`src/hdl/ctc_map.vh`:
```
// register map, field positions, reset values and codes of the trigger control block
`ifndef CTC_MAP_VH
`define CTC_MAP_VH
`define CTC_REG_CTRL      8'h00
`define CTC_REG_BURST     8'h04
`define CTC_REG_DIV       8'h08
`define CTC_REG_CMD       8'h0C
`define CTC_REG_STATUS    8'h10
`define CTC_REG_EXPOSE    8'h14
`define CTC_REG_LINES     8'h18
// control fields
`define CTC_CTRL_TRIG_EN  0
`define CTC_CTRL_SRC_LO   1
`define CTC_CTRL_SRC_HI   2
`define CTC_CTRL_ACQ_LO   3
`define CTC_CTRL_ACQ_HI   4
`define CTC_CTRL_CSRC_LO  5
`define CTC_CTRL_CSRC_HI  6
`define CTC_CTRL_DIR_A    7
`define CTC_CTRL_DIR_B    8
`define CTC_CTRL_OUT_A    9
`define CTC_CTRL_OUT_B    10
`define CTC_CTRL_CYCLIC   11
`define CTC_CTRL_RESET    12'h000
// command bits (write one to act)
`define CTC_CMD_SOFT      0
`define CTC_CMD_CNT_CLR   1
`define CTC_CMD_STOP      2
// trigger sources
`define CTC_SRC_SOFT      2'h0
`define CTC_SRC_ISO       2'h1
`define CTC_SRC_LINE_A    2'h2
`define CTC_SRC_LINE_B    2'h3
// acquisition modes
`define CTC_ACQ_SINGLE    2'h0
`define CTC_ACQ_BURST     2'h1
`define CTC_ACQ_COUNTER   2'h2
// reset values and frame length in words
`define CTC_BURST_RESET   16'h0001
`define CTC_DIV_RESET     10'h001
`define CTC_EXPOSE_RESET  16'h0064
`define CTC_FRAME_WORDS   16'h0010
`endif

```
`src/hdl/ctc_trigger_ctrl.v`:
```
// trigger and acquisition control with wishbone registers and frame word stream
//
// Decided for this implementation: the Wishbone register port and the register offsets.
`timescale 1ns/100ps
`include "ctc_map.vh"

// How it works
// entering trigger mode puts the block straight into waiting for a trigger, with no arm step.
// an accepted trigger starts an exposure and frame data follows only after the exposure ends.
// the trigger source is chosen among software, the isolated input and the two non-isolated lines.
// outside counter mode, a software trigger command from the host makes the block acquire and send an image.
// single and cyclic software operations work only while software is the chosen source.
// outside equipment drives a high pulse on the chosen line to trigger.
// in single-frame mode each accepted trigger gives one exposure and one frame.
// in burst mode one trigger gives a programmable count of 1 to 65535 frames.
// in counter mode one acquisition starts for every N triggers, N from 1 to 1023.
// the line feeding the divider is selected on its own.
// a counter-reset command clears the divider count back to zero.
// each non-isolated line is set as input or output on its own.
// triggers during an exposure or burst are ignored until the last frame is out.
module ctc_trigger_ctrl #(
    parameter DATA_W = 32
) (
    input  wire              clk_i,
    input  wire              rst_i,
    input  wire              wb_cyc_i,
    input  wire              wb_stb_i,
    input  wire              wb_we_i,
    input  wire [7:0]        wb_adr_i,
    input  wire [3:0]        wb_sel_i,
    input  wire [31:0]       wb_dat_i,
    output reg  [31:0]       wb_dat_o,
    output reg               wb_ack_o,
    input  wire              isolated_in_i,
    input  wire              nonisolated_line_a_i,
    output wire              nonisolated_line_a_o,
    output wire              nonisolated_line_a_oe_o,
    input  wire              nonisolated_line_b_i,
    output wire              nonisolated_line_b_o,
    output wire              nonisolated_line_b_oe_o,
    output reg               exposing_o,
    output wire [DATA_W-1:0] frame_data_o,
    output wire              frame_valid_o,
    input  wire              frame_ready_i,
    output reg               frame_last_o
);
    localparam [3:0] ST_IDLE = 4'h1;
    localparam [3:0] ST_WAIT = 4'h2;
    localparam [3:0] ST_EXPO = 4'h4;
    localparam [3:0] ST_SEND = 4'h8;

    reg  [11:0] ctrl;
    reg  [15:0] burst_cnt;
    reg  [9:0]  div_ratio;
    reg  [15:0] expose_len;
    reg  [3:0]  state;
    reg  [15:0] timer;
    reg  [15:0] frames_left;
    reg  [15:0] word_idx;
    reg  [9:0]  div_cnt;
    reg  [2:0]  line_q;
    reg  [15:0] frame_cnt;
    reg         soft_req;
    reg         cnt_clr;
    reg         stop_req;
    reg         last_flag;
    wire [1:0]  src;
    wire [1:0]  acq;
    wire [1:0]  csrc;
    wire [2:0]  line_now;
    wire [2:0]  line_rise;
    reg         src_pulse;
    reg         cnt_pulse;
    reg         trig;
    wire        wb_req;
    wire        wr;
    wire        push;
    wire        push_ready;
    wire [DATA_W-1:0] push_data;
    wire        last_word;
    wire [DATA_W:0] skid_out;

    assign src    = ctrl[`CTC_CTRL_SRC_HI:`CTC_CTRL_SRC_LO];
    assign acq    = ctrl[`CTC_CTRL_ACQ_HI:`CTC_CTRL_ACQ_LO];
    assign csrc   = ctrl[`CTC_CTRL_CSRC_HI:`CTC_CTRL_CSRC_LO];
    assign wb_req = wb_cyc_i & wb_stb_i & ~wb_ack_o;
    assign wr     = wb_req & wb_we_i;

    // per-line direction
    assign nonisolated_line_a_oe_o = ctrl[`CTC_CTRL_DIR_A];
    assign nonisolated_line_b_oe_o = ctrl[`CTC_CTRL_DIR_B];
    assign nonisolated_line_a_o    = ctrl[`CTC_CTRL_OUT_A];
    assign nonisolated_line_b_o    = ctrl[`CTC_CTRL_OUT_B];

    // a line driven as output is masked so the block cannot trigger itself
    assign line_now  = {nonisolated_line_b_i & ~ctrl[`CTC_CTRL_DIR_B],
                        nonisolated_line_a_i & ~ctrl[`CTC_CTRL_DIR_A],
                        isolated_in_i};
    // high pulse detected by rising edge
    assign line_rise = line_now & ~line_q;

    // source selection
    always @* begin
        case (src)
            `CTC_SRC_ISO:    src_pulse = line_rise[0];
            `CTC_SRC_LINE_A: src_pulse = line_rise[1];
            `CTC_SRC_LINE_B: src_pulse = line_rise[2];
            default:         src_pulse = 1'b0;
        endcase
    end

    // divider source is separate
    always @* begin
        case (csrc)
            `CTC_SRC_ISO:    cnt_pulse = line_rise[0];
            `CTC_SRC_LINE_A: cnt_pulse = line_rise[1];
            `CTC_SRC_LINE_B: cnt_pulse = line_rise[2];
            default:         cnt_pulse = 1'b0;
        endcase
    end

    // divide by n; R4 R5 software command only with software source
    always @* begin
        if (acq == `CTC_ACQ_COUNTER) begin
            trig = cnt_pulse & (div_cnt + 10'h001 >= div_ratio);
        end else if (src == `CTC_SRC_SOFT) begin
            trig = soft_req;
        end else begin
            trig = src_pulse;
        end
    end

    // registers
    always @(posedge clk_i) begin
        if (rst_i) begin
            ctrl       <= `CTC_CTRL_RESET;
            burst_cnt  <= `CTC_BURST_RESET;
            div_ratio  <= `CTC_DIV_RESET;
            expose_len <= `CTC_EXPOSE_RESET;
            soft_req   <= 1'b0;
            cnt_clr    <= 1'b0;
            stop_req   <= 1'b0;
            wb_ack_o   <= 1'b0;
            wb_dat_o   <= 32'h0000_0000;
            line_q     <= 3'h0;
        end else begin
            line_q   <= line_now;
            wb_ack_o <= wb_req;
            soft_req <= 1'b0;
            cnt_clr  <= 1'b0;
            stop_req <= 1'b0;
            // stop ends a cyclic run; a pulse alone would miss the frame end
            if (stop_req)
                ctrl[`CTC_CTRL_CYCLIC] <= 1'b0;
            if (wr) begin
                case (wb_adr_i)
                    `CTC_REG_CTRL: begin
                        if (wb_sel_i[0]) ctrl[7:0]  <= wb_dat_i[7:0];
                        if (wb_sel_i[1]) ctrl[11:8] <= wb_dat_i[11:8];
                    end
                    `CTC_REG_BURST: begin
                        // count of zero kept at one
                        if (wb_sel_i[1:0] == 2'h3)
                            burst_cnt <= (wb_dat_i[15:0] == 16'h0000) ? 16'h0001 : wb_dat_i[15:0];
                    end
                    `CTC_REG_DIV: begin
                        if (wb_sel_i[1:0] == 2'h3)
                            div_ratio <= (wb_dat_i[9:0] == 10'h000) ? 10'h001 : wb_dat_i[9:0];
                    end
                    `CTC_REG_EXPOSE: begin
                        if (wb_sel_i[1:0] == 2'h3)
                            expose_len <= (wb_dat_i[15:0] == 16'h0000) ? 16'h0001 : wb_dat_i[15:0];
                    end
                    `CTC_REG_CMD: begin
                        if (wb_sel_i[0]) begin
                            soft_req <= wb_dat_i[`CTC_CMD_SOFT];
                            cnt_clr  <= wb_dat_i[`CTC_CMD_CNT_CLR];
                            stop_req <= wb_dat_i[`CTC_CMD_STOP];
                        end
                    end
                    default: begin
                    end
                endcase
            end
            wb_dat_o <= 32'h0000_0000;
            if (wb_req & ~wb_we_i) begin
                case (wb_adr_i)
                    `CTC_REG_CTRL:   wb_dat_o <= {20'h00000, ctrl};
                    `CTC_REG_BURST:  wb_dat_o <= {16'h0000, burst_cnt};
                    `CTC_REG_DIV:    wb_dat_o <= {22'h000000, div_ratio};
                    `CTC_REG_EXPOSE: wb_dat_o <= {16'h0000, expose_len};
                    `CTC_REG_STATUS: wb_dat_o <= {frame_cnt, 2'h0, div_cnt, state};
                    `CTC_REG_LINES:  wb_dat_o <= {29'h00000000, line_now};
                    default:         wb_dat_o <= 32'h0000_0000;
                endcase
            end
        end
    end

    // divider count and clear
    always @(posedge clk_i) begin
        if (rst_i | cnt_clr | ~ctrl[`CTC_CTRL_TRIG_EN]) begin
            div_cnt <= 10'h000;
        end else if (acq == `CTC_ACQ_COUNTER && cnt_pulse && state == ST_WAIT) begin
            // wrap at ratio
            div_cnt <= (div_cnt + 10'h001 >= div_ratio) ? 10'h000 : div_cnt + 10'h001;
        end
    end

    assign push      = (state == ST_SEND);
    assign push_data = {{(DATA_W-16){1'b0}}, frame_cnt[7:0], word_idx[7:0]};

    // acquisition sequence
    always @(posedge clk_i) begin
        if (rst_i) begin
            state       <= ST_IDLE;
            timer       <= 16'h0000;
            frames_left <= 16'h0000;
            word_idx    <= 16'h0000;
            frame_cnt   <= 16'h0000;
            exposing_o  <= 1'b0;
            last_flag   <= 1'b0;
        end else begin
            case (state)
                ST_IDLE: begin
                    // wait state entered directly
                    if (ctrl[`CTC_CTRL_TRIG_EN])
                        state <= ST_WAIT;
                end
                ST_WAIT: begin
                    if (~ctrl[`CTC_CTRL_TRIG_EN]) begin
                        state <= ST_IDLE;
                    end else if (trig) begin
                        // exposure first; R7 single gives one frame; R8 burst count
                        state       <= ST_EXPO;
                        timer       <= expose_len;
                        exposing_o  <= 1'b1;
                        frames_left <= (acq == `CTC_ACQ_BURST) ? burst_cnt : 16'h0001;
                    end
                end
                ST_EXPO: begin
                    // triggers ignored while busy
                    if (timer == 16'h0001) begin
                        exposing_o <= 1'b0;
                        word_idx   <= 16'h0000;
                        state      <= ST_SEND;
                    end else begin
                        timer <= timer - 16'h0001;
                    end
                end
                ST_SEND: begin
                    // data only after exposure ends
                    if (push_ready) begin
                        if (word_idx == `CTC_FRAME_WORDS - 16'h0001) begin
                            frame_cnt <= frame_cnt + 16'h0001;
                            if (frames_left == 16'h0001) begin
                                // cyclic repeat only for software source
                                if (ctrl[`CTC_CTRL_CYCLIC] && src == `CTC_SRC_SOFT &&
                                    acq != `CTC_ACQ_COUNTER && ~stop_req) begin
                                    state       <= ST_EXPO;
                                    timer       <= expose_len;
                                    exposing_o  <= 1'b1;
                                    frames_left <= (acq == `CTC_ACQ_BURST) ? burst_cnt : 16'h0001;
                                end else begin
                                    // back to wait after last frame
                                    state <= ST_WAIT;
                                end
                            end else begin
                                frames_left <= frames_left - 16'h0001;
                                timer       <= expose_len;
                                exposing_o  <= 1'b1;
                                state       <= ST_EXPO;
                            end
                        end else begin
                            word_idx <= word_idx + 16'h0001;
                        end
                    end
                end
                default: state <= ST_IDLE;
            endcase
        end
    end

    // last marker rides in the buffer with its word, so a stall cannot split them
    assign last_word    = (word_idx == `CTC_FRAME_WORDS - 16'h0001);
    assign frame_data_o = skid_out[DATA_W-1:0];

    // buffer memory has no reset, so the marker is qualified by valid
    always @* begin
        frame_last_o = frame_valid_o & skid_out[DATA_W];
    end

    // stall by receiver holds the sender, no word lost
    ctc_skid #(
        .WIDTH (DATA_W + 1)
    ) u_skid (
        .clk_i       (clk_i),
        .rst_i       (rst_i),
        .in_data_i   ({last_word, push_data}),
        .in_valid_i  (push),
        .in_ready_o  (push_ready),
        .out_data_o  (skid_out),
        .out_valid_o (frame_valid_o),
        .out_ready_i (frame_ready_i)
    );
endmodule // ctc_trigger_ctrl

```
`src/hdl/ctc_skid.v`:
```
// two-entry buffer between the frame word source and the receiver
`timescale 1ns/100ps
module ctc_skid #(
    parameter WIDTH = 32
) (
    input  wire             clk_i,
    input  wire             rst_i,
    input  wire [WIDTH-1:0] in_data_i,
    input  wire             in_valid_i,
    output wire             in_ready_o,
    output wire [WIDTH-1:0] out_data_o,
    output wire             out_valid_o,
    input  wire             out_ready_i
);
    reg [WIDTH-1:0] mem [0:1];
    reg             wr_ptr;
    reg             rd_ptr;
    reg [1:0]       count;
    wire            push;
    wire            pop;

    assign in_ready_o  = (count != 2'h2);
    assign out_valid_o = (count != 2'h0);
    assign out_data_o  = mem[rd_ptr];
    assign push        = in_valid_i & in_ready_o;
    assign pop         = out_valid_o & out_ready_i;

    always @(posedge clk_i) begin
        if (rst_i) begin
            wr_ptr <= 1'b0;
            rd_ptr <= 1'b0;
            count  <= 2'h0;
        end else begin
            if (push) begin
                wr_ptr <= ~wr_ptr;
            end
            if (pop) begin
                rd_ptr <= ~rd_ptr;
            end
            if (push & ~pop) begin
                count <= count + 2'h1;
            end else if (pop & ~push) begin
                count <= count - 2'h1;
            end
        end
    end

    // memory holds no control state, so it needs no reset
    always @(posedge clk_i) begin
        if (push) begin
            mem[wr_ptr] <= in_data_i;
        end
    end
endmodule // ctc_skid

```
`config.mk`:
```
export PLATFORM = sky130hd
export DESIGN_NAME = ctc_trigger_ctrl
export DESIGN_NICKNAME = d
export VERILOG_FILES = /design/src/hdl/ctc_trigger_ctrl.v /design/src/hdl/ctc_skid.v
export VERILOG_INCLUDE_DIRS = /design/src /design/src/hdl
export SDC_FILE = /design/constraint.sdc
export NUM_CORES = 1
export LEC_CHECK = 0
export ABC_AREA = 1
export BUFFER_PORTS_ARGS = -buffer_cell sky130_fd_sc_hd__buf_2
export CAP_MARGIN = 20
export CORE_ASPECT_RATIO = 0.5
export CORE_MARGIN = 2
export CORE_UTILIZATION = 45
export DETAILED_ROUTE_END_ITERATION = 7
export PLACE_DENSITY = 0.74
export SETUP_SLACK_MARGIN = 0.5
export SLEW_MARGIN = 10
export SYNTH_ARGS = -nofsm -noshare
export SYNTH_HDL_FRONTEND = slang
export SYNTH_SLANG_ARGS = --single-unit
```
`constraint.sdc`:
```
create_clock -name clk_i -period 2.99 [get_ports clk_i]
set_clock_uncertainty 0.05 [all_clocks]
set_input_delay 0.598 -clock clk_i [delete_from_list [all_inputs] [get_ports clk_i]]
set_output_delay 0.598 -clock clk_i [all_outputs]
set_load 0.01 [all_outputs]
```
==> impl_results.md, run 1 <==
- Worst-path fanout max: 11
- Routed via count: roughly 10,000
- Sink Count: 211
- Crit share post-route: 92.95%
- Sequential share of power: 48.2%
- Total power per unit cell area: between 400 and 500 nW/um^2
- Worst skew pair latency: 0.51 ns
- Cell area after synthesis: 10,370 um^2
- CTS Hold Buffers Added: 0
- #FFs+latches synth: ~210
- Clk root buf: clkbuf_16
- Cts bufs inserted: 21
- Drt wl/cell: roughly 16 um
- HP Class: in2reg
- Main combinational cell family by area after synthesis: simple AND/OR/NAND/NOR gates
- Die span in x: approximately 220 um
- TNS Setup: 0 ns
- Yosys warns: 0
- Routed Wire Length: between 20 and 30 mm
- Seq/Total Area, Yosys: between 40% and 50%
- Number of max-cap violations: 0
- Outcome: completed
- Simple-gate share of the synthesized area: a little over a quarter
- Post-synthesis cell type count: 42
- CP Launch Type: flip-flop
- Gpl congestion: 0.9679
- Mean Syn Cell Area: 7.149 um^2
- P_sw: approximately 1400 uW
- Synthesis-to-finish area growth: 21.35%
- Congestion Overflow GR: 0
- Synth Area in Compound Gates: about 14%
- Vias in the first global route: between 8,000 and 9,000
- Initial drt markers: around 1,100
- Register area: between 4000 and 5000 um^2
- Switch share: about 23%
- Reg2reg start: div_cnt[1]$_SDFFE_PP0P_
- CP arrival: about 3.1 ns
- IO Count: between 100 and 150
- Initial antenna violation count: 0
- Final setup viols: 0
- Synth top area share: between 30% and 40%
- RSZ-0062 raised after global routing: yes
- Die area: between 20,000 and 25,000 um^2
- DRT Pass-1 Iters: 5
- Layout net count: 1,646
- H-tree Lvls: 1
- Fillers: about 2,100
- Final Max Slew Viols: 0
- ANT nets after route: 0
- Period minus WS final: around 2.8 ns
- Crit-path cells: inv_2 > nor3_2 > buf_4 > nand4_1 > xor2_1 > inv_2 > ha_4 > nand2_1 > nor2_4 > nand3_2 > nand3_4 > nand2_4 > nand2_4 > nand3_4 > buf_6 > buf_16 > a21oi_1 > nor2_1
- Required @ worst endpoint: around 3.3 ns
- Adder-Cell Fraction of Synth Area: between 2 and 2.5%
- Share of cells above drive strength 1: about 16%
- Residual DRC: 0
- HPWL after detailed placement: just under 20 mm
- Xor and xnor area share after synthesis: roughly 3.1%
- Total power: ~6000 uW
- Leakage Power: about 0.0056 uW
- Rel. slew slack: between 40 and 50%
- Measured slew at the worst slew-check pin: 0.7817 ns
- Crit Path Class: reg2reg
- Core area: 22,740 um^2
- VDD IR max: approximately 0.36 mV
- Pin count of the biggest net entering global routing: 78
- Mux cell area share after synthesis: 0%
- Clock transition at path regs: about 0.060 ns
- CTS tree: done
- Deepest clock path buffer count: 3
- Hold path startpoint: nonisolated_line_a_i
- Logic gate share of total power: between 5 and 6%
- Slowest CP cell: dfxtp_4
- Synth area leader: dfxtp_1
- Post-Syn Instances: approximately 1,500
- Initial Utilization: about 46%
- Max incr delay on CP: about 0.37 ns
- Placed insts: 1,823
- Total GRT Usage: a little under a quarter
- Max Clock Freq: ~360 MHz
- Finished Layout Cells: 1,897
- Synth top area cells: dfxtp_1 (34%), nand2_1 (12%), edfxtp_1 (9.8%), nor2_1 (6.7%), a21oi_1 (6.3%)
- Multi-input gate area: about 5000 um^2
- Clock power share: ~46%
- Die height: 111.4 um
- Worst setup startpoint: div_cnt[1]$_SDFFE_PP0P_
- Port bufs: 90
- Worst setup EP type: flip-flop
- Int Pwr: 4659 uW
- Placement row count: 39
- First-pass GRT wire length: between 40 and 50 mm
- Avg Vias per Cell: approximately 5.2
- Final core occ: approximately 55%
- Final hold violations: 0
==> cells in the mapped netlist (all sizes together) <==
cell       n
a211oi     5
a21o       1
a21oi    130
a221oi     5
a22oi      1
a31o       1
a31oi     11
and2       2
buf       36
clkbuf    30
clkinv     5
conb       1
dfxtp    177
edfxtp    34
ha        18
inv      173
nand2    328
nand3     82
nand4     27
nor2     190
nor3      33
nor3b      5
nor4       5
o2111ai    1
o211ai     3
o21ai    101
o221ai     2
o22ai      6
o31ai      1
xnor2      3
xor2      34
==> power by group through the flow <==
stage | sequential [uW] | clock (uW) | combinational, uW
3_5_place_dp | 2970 | 0 | 307
2_1_floorplan | 2960 | 0 | 213
5_1_grt | 2900 | 2930 | 366
3_3_place_gp | 2970 | 0 | 303
4_1_cts | 2900 | 2820 | 317
6_report | 2900 | 2790 | 323
==> cell usage in the layout (no fill, tap or decap), drive strengths merged, types with 2 or more instances in the layout <==
| master | count |
|---|---|
| inv | 173 |
| nor3 | 33 |
| clkinvlp | 2 |
| buf | 148 |
| a211oi | 5 |
| o21ai | 101 |
| clkbuf | 26 |
| o221ai | 2 |
| nor2 | 190 |
| dfxtp | 177 |
| bufinv | 4 |
| ha | 18 |
| a21oi | 130 |
| xnor2 | 3 |
| nand3 | 82 |
| nand4 | 27 |
| xor2 | 34 |
| conb | 16 |
| edfxtp | 34 |
| and2 | 2 |
| bufbuf | 2 |
| a221oi | 5 |
| nor3b | 5 |
| o22ai | 6 |
| nor4 | 5 |
| a31oi | 11 |
| nand2 | 328 |
| clkinv | 12 |
| o211ai | 3 |
==> through the flow <==
step                instance area [um^2]  hold WS [ns]  worst slack, ns
floorplan                          10440        0.3890           0.5376
CTS                                12340        0.2872           0.2422
global placement                   11160        0.3878           0.1166
detailed placement                 11160        0.3944          0.03691
global route                       12590        0.3098          0.05434
finish                             12590        0.2997           0.2109
==> final cells by class <==
cell class | instances | share of cell area [%]
multi-input combinational | 1011 | 40.65
sequential | 211 | 36.36
timing repair buffer | 151 | 8.836
inverter | 178 | 5.337
clock buffer | 25 | 4.373
tap | 307 | 3.051
clock inverter | 12 | 1.312
timing repair inverter | 1 | 0.05964
antenna | 1 | 0.01988
==> metal layers <==
metal,vias to the layer above,global-route usage (%),wire (um)
li1,4953,-,-
met1,4513,30.96,12820
met2,412,38.19,13510
met3,65,5.383,2411
met4,0,5.495,730
met5,-,0,0
==> critical path, delay by kind of cell (launching register included) <==
kind	cells	cell delay (ns)
adder cells (fa/ha/maj)	1	0.27
flip-flops	1	0.37
XOR/XNOR	1	0.17
AND/OR/NAND/NOR	10	1.02
buffers and inverters	5	0.61
AO/OA/AOI/OAI	1	0.17
==> repair_timing <==
item	CTS	global route
pin swaps	11	12
cloned	4	3
resized for setup	53	34
buffers inserted	21	8
setup endpoints to repair	44	58
==> worst paths after layout <==
path	endpoint	slack, ns	cells past startpoint
hold / removal	line_q[1]$_SDFF_PP0_	0.30	3
setup / recovery	timer[2]$_SDFFE_PP0P_	0.21	18
setup reg to reg	timer[2]$_SDFFE_PP0P_	0.21	18
hold reg to reg	exposing_o$_SDFFE_PP0P_	0.40	2
==> sequential cells by signal (all words and copies together), names as in the netlist, 2 cells and up, named ones only <==
name and flops:
ctrl 12, div_cnt 10, state 4, u_skid.mem 34, line_q 3, wb_dat_o 32
u_skid.count 2, timer 16, word_idx 16, expose_len 16, frame_cnt 16, frames_left 16
burst_cnt 16, div_ratio 10
==> cells by family (layout without fill, tap and decap cells) <==
family / count (synthesis) / in the layout
AND/OR/NAND/NOR: 672 / 672
AO/OA/AOI/OAI: 268 / 268
buffers and inverters: 244 / 367
flip-flops: 211 / 211
XOR/XNOR: 37 / 37
adder cells (fa/ha/maj): 18 / 18
other: 1 / 17
(Power assumes the default switching activity.)
==> inputs of run 2 (changes only) <==
- CORE_ASPECT_RATIO: 0.5 -> 1.75
==> run 2 against run 1 <==
Effect of this change:
- total power shrank 3.2%
- flip-flop and latch count stayed put
- worst hold slack worse by 0.018 ns
- cell area shrank 0.48%
- first-iteration DRC count fell by 33%
- clock power fell by 7%
- register-to-register slack barely moved
- non-clock buffer count decreased by 6
- sequential share of layout area up 0.16 points
- count of clock-buffer cells in the layout fell by 2
- routed wire length rose by 2.1%
==> impl_results.md, run 2 (same netlist as run 1, synthesis figures left out) <==
- Sink Count: 211 (unchanged)
- Deepest clock path buffer count: 3 (unchanged)
- Initial drt markers: 724 (-33%)
- Final Max Slew Viols: 0 (unchanged)
- Largest Register: u_skid.mem
- HP Class: in2reg
- Routed Wire Length: 30.10 mm (+2.1%)
- Pin count of the biggest net entering global routing: 59 (-24%)
- Layout net count: 1,639 (-0.43%)
- Gpl congestion: 0.9321 (-3.7%)
- Total power per unit cell area: 464.8 nW/um^2 (-2.7%)
- Core area: 22,650 um^2 (-0.39%)
- Measured slew at the worst slew-check pin: 0.7333 ns (-0.04833 ns)
- Total GRT Usage: 23.88% (+0.71 points)
- Hold endpoint: line_q[1]$_SDFF_PP0_
- Clock transition at path regs: 0.07 ns (about the same)
- CP arrival: 3.12 ns (about the same)
- CP Buf/Inv Count: 6 (+1)
- Drt wl/cell: 16.00 um (+3.0%)
- Rel. slew slack: 50.99% (+3.2 points)
- Clk root buf: clkbuf_16
- Reg2reg start: div_cnt[3]$_SDFFE_PP0P_
- IO Count: 125 (unchanged)
- Most common cell after layout, fill and taps aside: nand2_1
- HPWL after detailed placement: 21.59 mm (+11%)
- Leakage Power: 0.005506 uW (-0.80%)
- Register area: 4576 um^2 (about the same)
- Initial antenna violation count: 0 (unchanged)
- Synthesis-to-finish area growth: 20.77%
- Worst hold path cell count: 3 (unchanged)
- Multi-input gate area: 5199 um^2 (+1.6%)
- Worst skew pair latency: 0.51 ns (about the same)
- Final setup viols: 0 (unchanged)
- Max reg flops: 34 (unchanged)
- Max Clock Freq: 360.6 MHz (+0.20%)
- Port bufs: 90 (unchanged)
- Crit Path Class: reg2reg
- Share of cells above drive strength 1: 17.19% (+1.0 points)
- Crit-path cells: buf_4 > nand3_4 > nor2_4 > inv_2 > buf_4 > o21ai_1 > inv_1 > ha_1 > nand2_4 > nor2_4 > nand3_2 > nand3_4 > nand2_4 > nand2_4 > nand3_4 > buf_12 > buf_16 > a21oi_2 > nor2_1
- Cell family with most CP delay: simple AND/OR/NAND/NOR gates
- CP Launch Type: flip-flop
- ANT nets after route: 0 (unchanged)
- Cts bufs inserted: 20 (-4.8%)
- Die area: 24,330 um^2 (-0.10%)
- Number of max-cap violations: 0 (unchanged)
- RSZ-0062 raised after global routing: yes
- Worst setup EP type: flip-flop
- Placed inst area: 11,210 um^2 (+0.44%)
- Fillers: 2,163 (+1.5%)
- Routed via count: 10,090 (+1.4%)
- DRT Pass-1 Iters: 6 (+1)
- CTS Hold Buffers Added: 0 (unchanged)
- Avg Vias per Cell: 5.359 (+2.2%)
- VDD IR max: 0.4274 mV (+19%)
- Residual DRC: 0 (unchanged)
- Most frequent cells in the layout: nand2_1 (310), nor2_1 (177), dfxtp_1 (170), inv_1 (165), a21oi_1 (111)
- Reg-to-reg setup timing slack: 0.22 ns (about the same)
- Antenna diodes: 0 (-1)
- Required @ worst endpoint: 3.34 ns (about the same)
- Max incr delay on CP: 0.35 ns (-0.02 ns)
- CTS tree: done
- Vias in the first global route: 9,523 (+6.0%)
- Congestion Overflow GR: 0 (unchanged)
- TNS Setup: 0 ns (unchanged)
- H-tree Lvls: 1 (unchanged)
- Die span in x: 118.8 um (-46%)
- Period minus WS final: 2.773 ns (-0.005657 ns)
- R2R cell count: 19 (+1)
- Worst reg2reg path endpoint: timer[3]$_SDFFE_PP0P_
- Post-Layout Inst Area: 12,530 um^2 (-0.48%)
- First-pass GRT wire length: 46.99 mm (+3.0%)
- Die height: 204.9 um (+84%)
- Crit path depth: 19 (+1)
- Hold path startpoint: nonisolated_line_a_i
- Worst-path fanout max: 10 (-1)
- Outcome: completed
- Placement row count: 73 (+87%)
- Initial Utilization: 45.80% (+0.18 points)
- Slowest CP cell: dfxtp_2
- Final hold violations: 0 (unchanged)
- Crit share post-route: 92.76% (-0.19 points)
- Top Registers: u_skid.mem (34), wb_dat_o (32)
run 2: cell types whose count changed in the layout (fill, tap and decap cells not counted), moves of 4 or more:
cell     delta
nand3_2     +6
a21oi_1     -4
nand3_1     -6
nor2_1      -4
buf_6      -11
run 2: routing by layer:
metal / share of wire (%) / up-vias / GRT usage (%)
met5: 0 / - / 0
met4: 6.9 / 0 / 14.41
met3: 5.1 / 134 / 2.366
met2: 53 / 382 / 45.67
met1: 35 / 4629 / 24.74
li1: - / 4940 / -
run 2: worst max path at each step:
stage,from,endpoint,slack [ns]
3_3_place_gp,div_cnt[1]$_SDFFE_PP0P_,timer[7]$_SDFFE_PP0P_,0.04
4_1_cts,div_cnt[1]$_SDFFE_PP0P_,timer[6]$_SDFFE_PP0P_,0.23
2_1_floorplan,div_cnt[0]$_SDFFE_PP0P_,timer[6]$_SDFFE_PP0P_,0.54
6_report,div_cnt[3]$_SDFFE_PP0P_,timer[3]$_SDFFE_PP0P_,0.22
5_1_grt,div_cnt[0]$_SDFFE_PP0P_,timer[3]$_SDFFE_PP0P_,0.09
3_5_place_dp,div_cnt[1]$_SDFFE_PP0P_,timer[15]$_SDFFE_PP0P_,-0.03
run 2: area by class of cell:
type	count	area share, %
Clock inverter	13	1.178
Multi-Input combinational cell	1011	41.50
Inverter	178	5.373
Timing Repair inverter	1	0.03995
Sequential cell	211	36.52
Clock buffer	23	4.165
Timing Repair Buffer	145	8.229
Tap cell	300	2.996
run 2: tightest hold or removal path, cell delays in order:
cell	delay, ns
buf_2	0.10
inv_1	0.06
nor3_1	0.04
run 2: timing repair:
item,in CTS,in global routing
gates resized for setup,41,62
cloned,4,1
setup buffers,12,7
pin swaps,14,32
setup endpoints to repair,58,59
run 2: stage by stage:
step / hold WS [ns] / total power (uW) / std cells / util, % / worst slack (ns)
floorplan: 0.3890 / 3177 / 1466 / - / 0.5376
global placement: 0.4080 / 3269 / 1822 / 49.48 / 0.03647
detailed placement: 0.4136 / 3274 / 1822 / 49.48 / -0.03058
CTS: 0.2695 / 5864 / 1874 / 53.98 / 0.2269
global route: 0.3202 / 6013 / 1882 / 55.31 / 0.09155
finish: 0.2813 / 5823 / 1882 / 55.31 / 0.2165
run 2: power breakdown:
group          switching, uW  internal, uW
Clock                   1150          1450
Sequential              13.3          2890
Combinational            212           107
Total                   1370          4450
